File: src/core/dso_pkg.sv
package dso_pkg;
    localparam int unsigned SPEED_W = 16;
    localparam int unsigned POS_W = 32;
    localparam int unsigned THR_W = 16;
    localparam int unsigned FLAG_W = 5;
    localparam int unsigned SEL_W = 3;
    localparam int unsigned MODE_W = 4;
    localparam int unsigned ADDR_W = 8;
    localparam int unsigned DATA_W = 32;
    // byte addresses of the register words
    localparam logic [ADDR_W-1:0] OFF_CTRL = 8'h00;
    localparam logic [ADDR_W-1:0] OFF_ZERO_THR = 8'h04;
    localparam logic [ADDR_W-1:0] OFF_TARGET_SPD = 8'h08;
    localparam logic [ADDR_W-1:0] OFF_POS_WIN = 8'h0c;
    localparam logic [ADDR_W-1:0] OFF_DO_MAP = 8'h10;
    localparam logic [ADDR_W-1:0] OFF_FLAGS = 8'h14;
    localparam logic [ADDR_W-1:0] OFF_IRQ_STATUS = 8'h18;
    localparam logic [ADDR_W-1:0] OFF_IRQ_MASK = 8'h1c;
    // field positions
    localparam int unsigned CTRL_MODE_LSB = 0;
    localparam int unsigned CTRL_FACTORY_BIT = 8;
    localparam int unsigned FLAGS_DO_LSB = 8;
    // reset values
    localparam logic [THR_W-1:0] ZERO_THR_DEF = 16'h000a;
    localparam logic [THR_W-1:0] POS_WIN_DEF = 16'h0063;
    localparam logic [FLAG_W-1:0] IRQ_MASK_DEF = 5'h00;

    typedef enum logic [MODE_W-1:0] {
        external_pulse_position_mode,
        internal_position_mode,
        speed_mode,
        torque_mode,
        ext_pulse_speed_mode,
        ext_pulse_torque_mode,
        int_position_speed_mode,
        int_position_torque_mode,
        speed_torque_mode
    } dso_mode_t;
    localparam logic [MODE_W-1:0] MODE_COUNT = 4'h9;
    localparam dso_mode_t MODE_DEF = external_pulse_position_mode;

    typedef enum logic [SEL_W-1:0] {
        sig_none,
        sig_drive_ready,
        sig_power_on,
        sig_zero_speed,
        sig_target_speed,
        sig_in_position
    } dso_sig_t;

    typedef struct packed {
        logic drive_ready;
        logic power_on;
        logic zero_speed;
        logic target_speed;
        logic in_position;
    } dso_flags_t;

    typedef struct packed {
        logic control_power;
        logic run_capable;
        logic alarm_pending;
        logic signed [SPEED_W-1:0] speed_rpm;
        logic signed [POS_W-1:0] pos_error;
        logic signed [POS_W-1:0] motor_pos;
        logic signed [POS_W-1:0] target_pos;
    } dso_drive_t;

    typedef struct packed {
        logic psel;
        logic penable;
        logic pwrite;
        logic [ADDR_W-1:0] paddr;
        logic [DATA_W-1:0] pwdata;
    } dso_apb_req_t;

    // picks the status flag that a channel carries
    function automatic logic pick_flag(input dso_sig_t sel, input dso_flags_t f);
        logic r;
        r = 1'b0;
        unique case (sel)
            sig_none: r = 1'b0;
            sig_drive_ready: r = f.drive_ready;
            sig_power_on: r = f.power_on;
            sig_zero_speed: r = f.zero_speed;
            sig_target_speed: r = f.target_speed;
            sig_in_position: r = f.in_position;
            default: r = 1'b0;
        endcase
        return r;
    endfunction

    function automatic logic is_ext_pulse(input dso_mode_t m);
        return (m == external_pulse_position_mode) || (m == ext_pulse_speed_mode) ||
            (m == ext_pulse_torque_mode);
    endfunction

    function automatic logic is_int_position(input dso_mode_t m);
        return (m == internal_position_mode) || (m == int_position_speed_mode) ||
            (m == int_position_torque_mode);
    endfunction

    // factory assignment of a channel for a control mode
    function automatic dso_sig_t default_sig(input dso_mode_t m, input int unsigned ch);
        dso_sig_t s;
        s = sig_none;
        if (ch == 0) begin
            s = sig_drive_ready;
        end else if (ch == 1) begin
            s = sig_zero_speed;
        end else if (ch == 2) begin
            s = (is_ext_pulse(m) || is_int_position(m)) ? sig_none : sig_target_speed;
        end else if (ch == 3) begin
            s = (is_ext_pulse(m) || is_int_position(m)) ? sig_in_position : sig_none;
        end
        return s;
    endfunction
endpackage

File: src/core/dso_channel.sv
`timescale 1ns/10ps
`default_nettype none
// one fixed output channel carrying a reprogrammable status flag
module dso_channel (
    input wire logic clk_in,
    input wire logic rst_n_in,
    input wire dso_pkg::dso_sig_t sel_in,
    input wire dso_pkg::dso_flags_t flags_in,
    output logic level_out
);
    import dso_pkg::*;

    logic level_q;

    always_ff @(posedge clk_in or negedge rst_n_in) begin
        if (!rst_n_in) begin
            level_q <= 1'b0;
        end else begin
            level_q <= pick_flag(sel_in, flags_in);
        end
    end

    assign level_out = level_q;
endmodule
`default_nettype wire

File: src/core/dso_top.sv
// Notes on behaviour
// - drive ready only when able to run and no alarm pending
// - power-on flag follows control power, regardless of alarms
// - zero speed while speed magnitude is at or below its threshold
// - zero-speed threshold resets to 10 rpm; flag clears only above it
// - target speed set once speed reaches setting, cleared below it
// - target speed never asserted in the two pure position modes
// - external pulse modes: in position while error within window
// - channels fixed; signal per channel reprogrammable and swappable
// - factory reset loads per-mode default channel assignments
// - internal position modes: in position within plus/minus window of target
`timescale 1ns/10ps
`default_nettype none
module dso_top #(
    parameter int unsigned CHANNELS = 5,
    parameter logic [15:0] TARGET_SPD_DEF = 16'h0064
) (
    input wire logic clk_in,
    input wire logic rst_n_in,
    input wire dso_pkg::dso_apb_req_t apb_req_in,
    output logic pready_out,
    output logic [dso_pkg::DATA_W-1:0] prdata_out,
    output logic pslverr_out,
    input wire dso_pkg::dso_drive_t drive_in,
    output logic drive_ready_out,
    output logic control_power_on_out,
    output logic zero_speed_out,
    output logic target_speed_out,
    output logic in_position_out,
    output logic [CHANNELS-1:0] do_channel_out,
    output logic irq_out
);
    import dso_pkg::*;

    localparam int unsigned MAP_W = CHANNELS * SEL_W;

    if (CHANNELS < 1 || MAP_W > DATA_W || FLAGS_DO_LSB + CHANNELS > DATA_W) begin : g_chk
        $error("dso_top: CHANNELS out of range");
    end

    // register state
    dso_mode_t mode_q;
    logic [THR_W-1:0] zero_speed_threshold_q;
    logic [THR_W-1:0] target_speed_setting_q;
    logic [THR_W-1:0] position_window_q;
    dso_sig_t map_q [CHANNELS];
    logic [FLAG_W-1:0] irq_status_q;
    logic [FLAG_W-1:0] irq_mask_q;
    logic irq_q;
    dso_flags_t flags_q;
    dso_flags_t flags_d;
    logic [DATA_W-1:0] prdata_q;
    logic pslverr_q;

    // bus decode
    logic setup_phase;
    logic access_phase;
    logic wr_en;
    logic factory_load;
    logic [DATA_W-1:0] rd_data;
    logic [MAP_W-1:0] map_flat;
    logic [CHANNELS-1:0] do_level;

    function automatic logic is_mapped(input logic [ADDR_W-1:0] a);
        return (a == OFF_CTRL) || (a == OFF_ZERO_THR) || (a == OFF_TARGET_SPD) ||
            (a == OFF_POS_WIN) || (a == OFF_DO_MAP) || (a == OFF_FLAGS) ||
            (a == OFF_IRQ_STATUS) || (a == OFF_IRQ_MASK);
    endfunction

    function automatic logic wr_hit(input dso_apb_req_t r, input logic [ADDR_W-1:0] a);
        return r.psel && r.penable && r.pwrite && (r.paddr == a);
    endfunction

    function automatic logic [SPEED_W-1:0] speed_mag(input logic signed [SPEED_W-1:0] v);
        return v[SPEED_W-1] ? SPEED_W'(-v) : v;
    endfunction

    function automatic logic [POS_W:0] pos_mag(input logic signed [POS_W:0] v);
        return v[POS_W] ? (POS_W+1)'(-v) : v;
    endfunction

    assign setup_phase = apb_req_in.psel && !apb_req_in.penable;
    assign access_phase = apb_req_in.psel && apb_req_in.penable;
    assign wr_en = access_phase && apb_req_in.pwrite;
    assign factory_load = wr_hit(apb_req_in, OFF_CTRL) &&
        apb_req_in.pwdata[CTRL_FACTORY_BIT];

    // status computation
    logic [SPEED_W-1:0] spd_abs;
    logic [POS_W:0] err_abs;
    logic [POS_W:0] dist_abs;
    logic signed [POS_W:0] dist_raw;

    always_comb begin
        spd_abs = speed_mag(drive_in.speed_rpm);
        err_abs = pos_mag({drive_in.pos_error[POS_W-1], drive_in.pos_error});
        dist_raw = {drive_in.target_pos[POS_W-1], drive_in.target_pos} -
            {drive_in.motor_pos[POS_W-1], drive_in.motor_pos};
        dist_abs = pos_mag(dist_raw);
    end

    always_comb begin
        flags_d.drive_ready = drive_in.control_power && drive_in.run_capable &&
            !drive_in.alarm_pending;
        flags_d.power_on = drive_in.control_power;
        flags_d.zero_speed = (spd_abs <= zero_speed_threshold_q);
        flags_d.target_speed = (spd_abs >= target_speed_setting_q) &&
            (mode_q != external_pulse_position_mode) &&
            (mode_q != internal_position_mode);
        flags_d.in_position = 1'b0;
        if (is_ext_pulse(mode_q)) begin
            flags_d.in_position = (err_abs <= (POS_W+1)'(position_window_q));
        end else if (is_int_position(mode_q)) begin
            flags_d.in_position = (dist_abs <= (POS_W+1)'(position_window_q));
        end
    end

    always_ff @(posedge clk_in or negedge rst_n_in) begin
        if (!rst_n_in) begin
            flags_q <= '0;
        end else begin
            flags_q <= flags_d;
        end
    end

    assign drive_ready_out = flags_q.drive_ready;
    assign control_power_on_out = flags_q.power_on;
    assign zero_speed_out = flags_q.zero_speed;
    assign target_speed_out = flags_q.target_speed;
    assign in_position_out = flags_q.in_position;

    // control mode; codes beyond the list are ignored
    always_ff @(posedge clk_in or negedge rst_n_in) begin
        if (!rst_n_in) begin
            mode_q <= MODE_DEF;
        end else if (wr_hit(apb_req_in, OFF_CTRL) &&
                apb_req_in.pwdata[CTRL_MODE_LSB +: MODE_W] < MODE_COUNT) begin
            mode_q <= dso_mode_t'(apb_req_in.pwdata[CTRL_MODE_LSB +: MODE_W]);
        end
    end

    // thresholds; a factory load restores their defaults
    always_ff @(posedge clk_in or negedge rst_n_in) begin
        if (!rst_n_in) begin
            zero_speed_threshold_q <= ZERO_THR_DEF;
            target_speed_setting_q <= TARGET_SPD_DEF;
            position_window_q <= POS_WIN_DEF;
        end else if (factory_load) begin
            zero_speed_threshold_q <= ZERO_THR_DEF;
            target_speed_setting_q <= TARGET_SPD_DEF;
            position_window_q <= POS_WIN_DEF;
        end else begin
            if (wr_hit(apb_req_in, OFF_ZERO_THR)) begin
                zero_speed_threshold_q <= apb_req_in.pwdata[THR_W-1:0];
            end
            if (wr_hit(apb_req_in, OFF_TARGET_SPD)) begin
                target_speed_setting_q <= apb_req_in.pwdata[THR_W-1:0];
            end
            if (wr_hit(apb_req_in, OFF_POS_WIN)) begin
                position_window_q <= apb_req_in.pwdata[THR_W-1:0];
            end
        end
    end

    // channel assignment: one select field per fixed channel
    for (genvar i = 0; i < CHANNELS; i++) begin : g_ch
        logic [SEL_W-1:0] wr_sel;
        logic wr_legal;

        assign wr_sel = apb_req_in.pwdata[i*SEL_W +: SEL_W];
        assign wr_legal = wr_sel <= SEL_W'(sig_in_position);

        always_ff @(posedge clk_in or negedge rst_n_in) begin
            if (!rst_n_in) begin
                map_q[i] <= default_sig(MODE_DEF, i);
            end else if (factory_load) begin
                // defaults follow the mode written along with the load, or the held mode_q if that code is illegal
                if (apb_req_in.pwdata[CTRL_MODE_LSB +: MODE_W] < MODE_COUNT) begin
                    map_q[i] <= default_sig(
                        dso_mode_t'(apb_req_in.pwdata[CTRL_MODE_LSB +: MODE_W]), i);
                end else begin
                    map_q[i] <= default_sig(mode_q, i);
                end
            end else if (wr_hit(apb_req_in, OFF_DO_MAP) && wr_legal) begin
                map_q[i] <= dso_sig_t'(wr_sel);
            end
        end

        assign map_flat[i*SEL_W +: SEL_W] = map_q[i];

        dso_channel u_channel (
            .clk_in(clk_in),
            .rst_n_in(rst_n_in),
            .sel_in(map_q[i]),
            .flags_in(flags_d),
            .level_out(do_level[i])
        );
    end

    assign do_channel_out = do_level;

    // sticky events on each rising status flag; set beats clear
    logic [FLAG_W-1:0] rise;
    logic [FLAG_W-1:0] clr_bits;

    assign rise = flags_d & ~flags_q;
    assign clr_bits = wr_hit(apb_req_in, OFF_IRQ_STATUS) ?
        apb_req_in.pwdata[FLAG_W-1:0] : '0;

    always_ff @(posedge clk_in or negedge rst_n_in) begin
        if (!rst_n_in) begin
            irq_status_q <= '0;
        end else begin
            irq_status_q <= (irq_status_q & ~clr_bits) | rise;
        end
    end

    always_ff @(posedge clk_in or negedge rst_n_in) begin
        if (!rst_n_in) begin
            irq_mask_q <= IRQ_MASK_DEF;
        end else if (wr_hit(apb_req_in, OFF_IRQ_MASK)) begin
            irq_mask_q <= apb_req_in.pwdata[FLAG_W-1:0];
        end
    end

    always_ff @(posedge clk_in or negedge rst_n_in) begin
        if (!rst_n_in) begin
            irq_q <= 1'b0;
        end else begin
            irq_q <= |(irq_status_q & irq_mask_q);
        end
    end

    assign irq_out = irq_q;

    // read mux
    always_comb begin
        rd_data = '0;
        unique case (apb_req_in.paddr)
            OFF_CTRL: begin
                rd_data[CTRL_MODE_LSB +: MODE_W] = mode_q;
            end
            OFF_ZERO_THR: begin
                rd_data[THR_W-1:0] = zero_speed_threshold_q;
            end
            OFF_TARGET_SPD: begin
                rd_data[THR_W-1:0] = target_speed_setting_q;
            end
            OFF_POS_WIN: begin
                rd_data[THR_W-1:0] = position_window_q;
            end
            OFF_DO_MAP: begin
                rd_data[MAP_W-1:0] = map_flat;
            end
            OFF_FLAGS: begin
                rd_data[FLAG_W-1:0] = flags_q;
                rd_data[FLAGS_DO_LSB +: CHANNELS] = do_level;
            end
            OFF_IRQ_STATUS: begin
                rd_data[FLAG_W-1:0] = irq_status_q;
            end
            OFF_IRQ_MASK: begin
                rd_data[FLAG_W-1:0] = irq_mask_q;
            end
            default: begin
                rd_data = '0;
            end
        endcase
    end

    // answer is prepared in the setup cycle, so every access ends in its first access cycle, with no wait states
    always_ff @(posedge clk_in or negedge rst_n_in) begin
        if (!rst_n_in) begin
            prdata_q <= '0;
            pslverr_q <= 1'b0;
        end else if (setup_phase) begin
            prdata_q <= apb_req_in.pwrite ? '0 : rd_data;
            pslverr_q <= !is_mapped(apb_req_in.paddr);
        end
    end

    assign pready_out = access_phase;
    assign prdata_out = prdata_q;
    assign pslverr_out = pslverr_q;
endmodule
`default_nettype wire

File: config.mk
export PLATFORM = sky130hd
export DESIGN_NAME = dso_top
export DESIGN_NICKNAME = d
export VERILOG_FILES = /design/src/core/dso_pkg.sv /design/src/core/dso_channel.sv /design/src/core/dso_top.sv
export SDC_FILE = /design/constraint.sdc
export NUM_CORES = 1
export LEC_CHECK = 0
export BUFFER_PORTS_ARGS = -buffer_cell sky130_fd_sc_hd__buf_2
export CAP_MARGIN = 5
export CORE_MARGIN = 8
export CORE_UTILIZATION = 45
export DETAILED_ROUTE_END_ITERATION = 12
export HOLD_SLACK_MARGIN = 0.15
export PLACE_DENSITY_LB_ADDON = 0.08
export SYNTH_ARGS = -nofsm -noshare
export SYNTH_HDL_FRONTEND = slang
export SYNTH_SLANG_ARGS = --single-unit
export TNS_END_PERCENT = 1
File: constraint.sdc
create_clock -name clk_in -period 2.8 [get_ports clk_in]
set_input_delay 0.28 -clock clk_in [delete_from_list [all_inputs] [get_ports clk_in]]
set_output_delay 0.28 -clock clk_in [all_outputs]
set_load 0.1 [all_outputs]
Word level (Yosys, flattened, before mapping)
Cells that the tools add are included.

operators by class
  add/sub/neg operators = 4
  multiply operators = 0
  divide/modulo/power cells = 0
  order comparisons = 10
  equality and inequality tests = 43
  shifts and indexed selects = 0
  mux-type cells = 40
  bitwise logic cells = 6
  reductions and logical operators = 54

operators with widths
  operator            count
  $mux 16             8
  $le 33x16->1        2
  $mux 33             2
  $mux 3              16
  $neg 32->33         1
  $neg 33->33         1
  $sub 32x32->33      1
  $eq 4x3->1 const B  8
  $eq 8x5->1 const B  4
  $pmux 4 s8          1
  $eq 3x2->1 const B  10
  $eq 3x3->1 const B  10
  $pmux 1 s5          5
  $pmux 5 s5          1
  $logic_and 1x1->1   21
  $logic_or 1x1->1    17
  $eq 8x4->1 const B  2
  $ge 16x16->1        1
  $le 16x16->1        1
  $neg 16->16         1
  $reduce_bool 2->1   8
  $and 5x5->5         3
  $eq 3x1->1 const B  5
  $le 3x3->1 const B  5
  other kinds (17)    23

word-level totals
  flip-flop bits (word level) = 121
  bits in latches = 0
  RAM bits = 0
  ROM bits = 0
  bits of input ports = 160
  logic and storage cells = 181
  memories kept = 0

Logic depth before layout (Yosys ltp)
Gate-level depths: netlist of run 1.

  word-level depth = 9
  mapped depth = 27
  depth with buffers taken out = 24

Hierarchy
Synthesis of run 1 repeated with hierarchy kept, for this count alone.

unflattened totals
  cells, all modules = 1429
  area total of the unflattened synthesis = 10984.3 um^2

modules (own cells, without submodules)
  module       times used  cells an instance  area each (um^2)  seq. area each (um^2)
  dso_top      1           1389               10602.7           2519.9
  dso_channel  5           8                  76.3              25.0

Worst setup path after synthesis of run 1
Ideal clock, no wire load.

  kind = input port to flip-flop
  start point = input drive_in[0] (netlist bit)
  end point = register g_ch[0].u_channel.level_q
  library setup time = 0.088 ns
  data arrival time = 5.211 ns
  path slack = -2.499 ns
  stages = 27
  buffers on the path = 3
  cells stage by stage = inv_1 ha_1 fa_1 nand2b_1 a21oi_1 o211ai_1 a21o_1 a21oi_1 or2_2 clkbuf_1 buf_2 buf_1 nor2_1 xnor2_1 ha_1 a21o_1 a21o_1 a211oi_1 o21ai_0 a21oi_1 o221ai_1 a31o_2 a31oi_1 nand4_1 a2111oi_4 nand3_2 a41oi_1

on the way
  cells in the longest elaborated chain, start to end = 7

RTL lines
  item                    line               RTL
  start: declaration      dso_top.sv:24      input wire dso_pkg::dso_drive_t drive_in,
  $sub 32x32->33 (*)      dso_top.sv:97      dist_raw = {drive_in.target_pos[POS_W-1], drive_in.target_pos} -
  $neg 33->33             dso_top.sv:79      return v[POS_W] ? (POS_W+1)'(-v) : v;
  $mux 33 (*)             dso_top.sv:79
  $le 33x16->1 (*)        dso_top.sv:114     flags_d.in_position = (dist_abs <= (POS_W+1)'(position_window_q));
  $mux 1 (*)              dso_top.sv:113     end else if (is_int_position(mode_q)) begin
  $mux 1 (*)              dso_top.sv:111     if (is_ext_pulse(mode_q)) begin
  $pmux 1 s5 (*)          dso_pkg.sv:81      unique case (sel)
  end signal: assignment  dso_channel.sv:19  level_q <= pick_flag(sel_in, flags_in);
  end: declaration        dso_channel.sv:13  logic level_q;

Mark *: on every way between the ends. The rest lies on a longest branch, timed or not.
A chain may end at the register's enable or synchronous reset.

Final worst setup path of run 1
  start point = input drive_in[33] (netlist bit)
  end point = register g_ch[1].u_channel.level_q

on the way
  cells in the longest elaborated chain, start to end = 7

RTL lines
  item                    line
  $sub 32x32->33 (*)      dso_top.sv:97
  $neg 33->33             dso_top.sv:79
  $mux 33 (*)             dso_top.sv:79
  $le 33x16->1 (*)        dso_top.sv:114
  $mux 1 (*)              dso_top.sv:113
  $mux 1 (*)              dso_top.sv:111
  $pmux 1 s5 (*)          dso_pkg.sv:81
  end signal: assignment  dso_channel.sv:19
  end: declaration        dso_channel.sv:13

Marks and branches as above.

==> flow_summary_export.csv, run 1 <==
group,metric,value,unit
worst_setup_path,path_class,"input port to register",
cts,clk_path_buf_depth,2,
sta,slew_headroom,52.45,%
sta,rsz0062_at_grt,"true",
route,routed_wl,39090,µm
floorplan,coreArea,24250,µm²
sta,finalSetupViolations,11,
placement,routabilityCongestion,0.9441,
route,drt_first_pass_iters,6,
layout,area_growth,40.52,%
cts,insertion_delay,350,ps
cts,cts.reportedPaths.clkPinSlew,80,ps
floorplan,ios,205,
layout,final_cells,2261,
sta,hold_violations,0,
synthesis,netlist_area,11090,µm²
layout,fill_cells,2223,
sta,fmax,221.6,MHz
worst_setup_path,end_kind,"register",
worst_setup_path,start_kind,"input port",
global_routing,grtUsageTotal,25.38,%
placement,dp_hpwl,32840,µm
global_routing,grt_overflow,0,
global_routing,antenna_found_initial,0,
cts,cts_buffers,9,
floorplan,dieArea,29930,µm²
layout,seq_area,2645,µm²
power_and_ir_drop,vdd_drop_max,0.3776,mV
worst_setup_path,arrival,4770,ps
global_routing,grt_pass1_vias,12960,
synthesis,ys_seq_area_share,23.84,%
floorplan,die_width,173.0,µm
worst_setup_path,cp_max_fo,7,
sta,worst-slew-pin-transition,704.3,ps
run_status,outcome,"finished, violations left",
route,drtAntennaViolNets,0,
floorplan,dieHeight,173.0,µm
synthesis,synth.distinct_cells,92,
layout,drive_above_1_share,35.57,%
sta,slew_viol_final,0,
global_routing,grt_max_degree,50,
synthesis,synth-main-ff-cell,"dfrtp_1",
synthesis,synth_edf_count,0,
worst_setup_path,required,3050,ps
power_and_ir_drop,p_per_area,366.4,nW/µm²
route,vias,12480,
synthesis,synth-warning-count,0,
cts,cts.sinks,105,
sta,layout_min_cycle_time,4513,ps
sta,finClkSkew,9.388,ps
route,via_per_inst,5.518,
synthesis,netlist_instances,1431,
sta,fin_crit_sh,161.2,%
layout,multi_input_area,8094,µm²
worst_hold_path,worstHoldPathType,"input port to register",
route,drtIter0Drc,895,
route,drc,0,
power_and_ir_drop,leakage,7.424,nW
floorplan,rows,57,
layout,antenna_cells,0,
global_routing,grt_pass1_wl,63660,µm
run,drv_cap,0,
synthesis,yosys_register_bits,105,
placement,dp.cells,2236,
cts,cts_tree,"yes",
synthesis,syn_area_per_cell,7.753,µm²
placement,portBuffers,172,
sta,hold_slack,165.6,ps
route,wire_per_inst,17.29,µm
layout,nets,2192,
cts,root_buffer,"clkbuf_16",
sta,worst_slack,-1713,ps
floorplan,start_util,45.75,%
placement,dp_slack,-2069,ps
synthesis,synth_async_sr_flop_share,100.0,%
cts,htree_levels,3,
run_status,violations,"setup timing",
through the flow:
stage               total power [mW]  TNS, ps  area (µm²)  util (%)
floorplan                      3.183   -12540       11300         -
global placement               4.280   -16360       14990     61.82
detailed placement             4.328   -17690       14990     61.82
CTS                            5.648   -12530       15380     63.42
global route                   6.079   -14910       15590     64.29
finish                         5.712   -13040       15590     64.29
area by class of cell:
| type | instances | share of cell area [%] |
|---|---|---|
| inverter | 97 | 2.384 |
| clock buffer | 10 | 1.469 |
| tap | 324 | 2.600 |
| sequential | 105 | 16.97 |
| timing repair buffer | 551 | 24.19 |
| multi-input combinational | 1168 | 51.92 |
| clock inverter | 6 | 0.4735 |
sequential cells by signal, summed over array words and instances (netlist names):
signal / count
control_power_on_out: 1
prdata_out: 16
in_position_out: 1
mode_q: 4
irq_mask_q: 5
map_flat: 15
irq_status_q: 5
target_speed_out: 1
drive_ready_out: 1
pslverr_out: 1
zero_speed_out: 1
irq_out: 1
position_window_q: 16
target_speed_setting_q: 16
g_ch.u_channel.level_out: 5
zero_speed_threshold_q: 16
path summary, 6_finish.rpt:
kind                            slack, ps                 startpoint  cells past startpoint                           to
worst min register to register        480              prdata_out[4]                      2                prdata_out[4]
worst min-delay path                  170              drive_in[114]                      1         control_power_on_out
max in group asynchronous            1630                   rst_n_in                      3                 map_flat[11]
worst max-delay path                -1710               drive_in[33]                     23  g_ch[1].u_channel.level_out
worst max register to register       -750  zero_speed_threshold_q[3]                     16  g_ch[1].u_channel.level_out
min in group asynchronous             390                   rst_n_in                      2         control_power_on_out
critical path, cell delays in order:
cell	delay, ps
buf_2	100
inv_1	40
ha_1	290
nor2b_2	180
o2111a_2	260
buf_4	110
nor2_1	80
o221a_2	330
or2_2	330
nor4_4	280
a21oi_1	120
xor2_1	150
ha_1	310
nand3_1	120
nor2_2	130
and3_1	190
o221ai_2	100
a31o_2	220
a31oi_1	130
nand4_1	170
a2111oi_4	380
nand3_4	200
a41oi_2	240
routing by layer:
metal  track usage (%)  wire [µm]  vias up  share of wire (%)
met2             46.18      19770      385                 51
met4             11.71       1739        0                4.4
met1             29.49      15830     5827                 40
li1                  -          -     6175                  -
met3             2.657       1747       89                4.5
met5                 0          0        -                  0
Yosys cell counts (all sizes together) (5+ instances only):
| cell type | instances | share of area (%) |
|---|---|---|
| ha | 99 | 11 |
| nand2b | 12 | 0.68 |
| mux2 | 6 | 0.61 |
| o311ai | 5 | 0.39 |
| nand2 | 211 | 7.1 |
| nand3 | 24 | 1.2 |
| nor4 | 17 | 1.5 |
| nor2b | 20 | 1.1 |
| o211ai | 17 | 1.2 |
| inv | 97 | 3.3 |
| o41ai | 6 | 0.47 |
| and2 | 12 | 0.69 |
| a211o | 8 | 0.63 |
| a211oi | 21 | 1.5 |
| dfstp | 14 | 3.3 |
| o31ai | 13 | 0.88 |
| nor3 | 34 | 1.6 |
| buf | 32 | 1.9 |
| a221oi | 8 | 0.69 |
| or2 | 5 | 0.28 |
| dfrtp | 91 | 21 |
| a21o | 35 | 2.4 |
| mux4 | 6 | 1.2 |
| a31oi | 10 | 0.56 |
| o21a | 18 | 1.2 |
| and3 | 9 | 0.56 |
| xor2 | 20 | 1.6 |
| o21ai | 70 | 3.2 |
| nand4 | 27 | 1.7 |
| or3 | 17 | 1.0 |
| a41oi | 8 | 0.63 |
| clkbuf | 44 | 1.5 |
| a21oi | 128 | 5.9 |
| a22oi | 19 | 1.4 |
| o22ai | 18 | 1.1 |
| nor2 | 122 | 4.1 |
| a221o | 7 | 0.63 |
| xnor2 | 42 | 3.3 |
| a22o | 13 | 1.0 |
| mux2i | 13 | 1.2 |
cell families (layout without fill, tap and decap cells):
family | Yosys count | in the layout | synth area share (%)
simple gates | 523 | 523 | 22.56
compound gates | 442 | 442 | 27.63
buf+inv | 173 | 664 | 6.699
flops | 105 | 105 | 23.84
fa+ha+maj | 100 | 100 | 11.35
xor+xnor | 62 | 62 | 4.895
mux | 25 | 25 | 3.000
other cells | 1 | 16 | 0.03380
power breakdown:
| group | internal (mW) | total (mW) | switching, mW |
|---|---|---|---|
| sequential | 1.55 | 1.58 | 0.0307 |
| clock | 0.708 | 1.30 | 0.593 |
| combinational | 1.31 | 2.83 | 1.52 |
placed cells by master (no fill, tap or decap), drive strengths merged, types with 34 or more instances in the layout:
master	netlist	routed
nor3	34	34
ha	99	99
nor2	122	122
nand2	211	211
a21oi	128	128
a21o	35	35
inv	97	100
dfrtp	91	91
buf	32	549
xnor2	42	42
o21ai	70	70
repair_timing:
item / in CTS / in global routing
setup buffers: 0 / 7
pin swaps: 4 / 38
endpoints found under the hold margin: 23 / 0
endpoints found under the setup margin: 11 / 11
gates resized for setup: 13 / 39
hold buffers: 2 / 0
Power figures use the tool's default switching activity.
==> run 2: changes to the inputs <==
--- a/config.mk
+++ b/config.mk
@@ -14,2 +14,3 @@
 export PLACE_DENSITY_LB_ADDON = 0.08
+export SKIP_CTS_REPAIR_TIMING = 1
 export SYNTH_ARGS = -nofsm -noshare
==> constraint.sdc (replaced) <==
create_clock -name clk_in -period 2.8 [get_ports clk_in]
set_input_delay 0.14 -clock clk_in [delete_from_list [all_inputs] [get_ports clk_in]]
set_output_delay 0.14 -clock clk_in [all_outputs]
set_load 0.1 [all_outputs]
==> run 2 against run 1 <==
Effect of this change: the flow still finishes with violations (setup timing); global-route usage is 0.14 points lower; sequential share of layout area is 0.21 points lower; clock power hardly changed; utilization is 0.82 points higher; final cell count is 0.75% higher; sequential power hardly changed; non-clock buffer count is 17 higher; sequential cell count stayed put; power is 0.63% higher; largest cell class unchanged; highest routed layer unchanged.
==> flow_summary_export.csv, run 2 (synthesis results as in run 1) <==
group,metric,value,unit
worst_setup_path,required,3060,ps
global_routing,antenna_found_initial,0,
sta,worst_slack,-1427,ps
cts,cts_tree,"yes",
route,vias,12610,
floorplan,dieArea,29930,µm²
power_and_ir_drop,p_clk_share,23.0,%
global_routing,grt_pass1_wl,63340,µm
route,drt_first_pass_iters,5,
global_routing,grt_pass1_vias,12960,
worst_setup_path,end_kind,"register",
power_and_ir_drop,power.switching,2.160,mW
power_and_ir_drop,leakage,7.491,nW
layout,final_util,65.11,%
floorplan,ios,205,
worst_hold_path,worstHoldPathType,"input port to register",
layout,final_cell_mix,"buf_4 (376), nand2_1 (211), buf_2 (169), nor2_1 (114), a21oi_1 (112)",
sta,hold_violations,0,
global_routing,grt_max_degree,55,
sta,slew_headroom,49.40,%
floorplan,coreArea,24250,µm²
global_routing,grt_overflow,0,
sta,finClkSkew,14.82,ps
worst_setup_path,arrival,4490,ps
power_and_ir_drop,power.internal,3.587,mW
layout,final_cells,2278,
layout,final_area,15790,µm²
global_routing,grtUsageTotal,25.24,%
placement,portBuffers,172,
layout,fill_cells,2189,
sta,layout_min_cycle_time,4227,ps
sta,fmax,236.6,MHz
sta,finalSetupViolations,11,
layout,seq_area,2645,µm²
cts,root_buffer,"clkbuf_16",
route,drtAntennaViolNets,0,
worst_setup_path,path_class,"input port to register",
run,drv_cap,0,
route,drtIter0Drc,793,
cts,cts.sinks,105,
worst_setup_path,rrSetupSlack,-680,ps
run_status,violations,"setup timing",
run_status,outcome,"finished, violations left",
route,routed_wl,39180,µm
layout,drive_above_1_share,35.52,%
power_and_ir_drop,p_per_area,364.0,nW/µm²
sta,fin_crit_sh,151.0,%
cts,insertion_delay,350,ps
floorplan,start_util,45.75,%
cts,cts.reportedPaths.clkPinSlew,70,ps
placement,dp_hpwl,32590,µm
layout,area_growth,42.31,%
sta,rsz0062_at_grt,"true",
floorplan,dieHeight,173.0,µm
layout,nets,2209,
cts,cts_buffers,9,
cts,htree_levels,3,
worst_setup_path,cp_max_fo,7,
floorplan,rows,57,
power_and_ir_drop,vdd_drop_max,0.2489,mV
route,via_per_inst,5.537,
sta,worst-slew-pin-transition,749.5,ps
sta,slew_viol_final,0,
layout,multi_input_area,8117,µm²
power_and_ir_drop,combPwrFrac,49.4,%
layout,antenna_cells,0,
power_and_ir_drop,p_seq_share,27.6,%
worst_setup_path,start_kind,"input port",
route,wire_per_inst,17.20,µm
power_and_ir_drop,power.share.switching,37.59,%
route,drc,0,
power_and_ir_drop,power,5.748,mW
floorplan,die_width,173.0,µm
placement,place_area,15040,µm²
cts,clk_path_buf_depth,2,
placement,routabilityCongestion,0.9505,
placement,dp.cells,2241,
layout,layout_commonest_cell,"buf_4",
run 2: cell types whose count changed in the layout (fill, tap and decap cells not counted), sizes merged:
| cell | delta |
|---|---|
| buf | +4 |
| dlygate4sd3 | +13 |
run 2: final timing paths:
check / start / end / depth (start not counted)
hold reg to reg: pslverr_out / pslverr_out / 2
setup reg to reg: zero_speed_threshold_q[3] / g_ch[2].u_channel.level_out / 16
setup / recovery: drive_in[6] / irq_status_q[0] / 22
min in group asynchronous: rst_n_in / position_window_q[4] / 2
max in group asynchronous: rst_n_in / target_speed_setting_q[6] / 3
hold / removal: apb_req_in[8] / zero_speed_threshold_q[8] / 3
run 2: per-layer routing:
layer / GRT usage [%] / share of wire [%]
met3: 3.245 / 4.6
met4: 11.86 / 4.7
met5: 0 / 0
met2: 45.82 / 50
met1: 28.95 / 41
run 2: worst max-delay path, stage by stage:
cell and delay, ps:
buf_2 100, ha_1 300, buf_4 170, a21oi_4 180, o21ai_1 90, or2_1 220, o221a_2 270, or2_2 340
nor4_4 270, a21oi_1 120, xor2_1 160, ha_1 300, nand3_1 110, nor2_2 150, and3_1 180, o221ai_2 100
a31o_2 230, a31oi_1 150, nand4_1 160, a2111oi_4 350, nand3_4 200, a31oi_4 200
run 2: cell type report:
type / instances / share of cell area (%)
clock inverters: 6 / 0.4675
inverters: 97 / 2.354
multi-input cells: 1168 / 51.41
repair buffers: 568 / 25.00
well taps: 324 / 2.568
clock buffers: 10 / 1.450
flip-flops and latches: 105 / 16.75
run 2: through the flow:
step	setup WS, ps	TNS (ps)	hold WS [ps]
2_1_floorplan	-1581	-11130	-155.6
3_3_place_gp	-1770	-14880	219.5
3_5_place_dp	-1940	-16070	218.9
4_1_cts	-1587	-12230	-156.7
5_1_grt	-1670	-13050	152.4
6_report	-1427	-10640	137.6
run 2: power by group through the flow:
stage | Combinational [mW] | Sequential [mW] | Clock, mW
floorplan | 1.53 | 1.65 | 0
global placement | 2.67 | 1.61 | 0
detailed placement | 2.72 | 1.61 | 0
CTS | 2.74 | 1.59 | 1.32
global route | 3.11 | 1.59 | 1.39
finish | 2.84 | 1.59 | 1.32
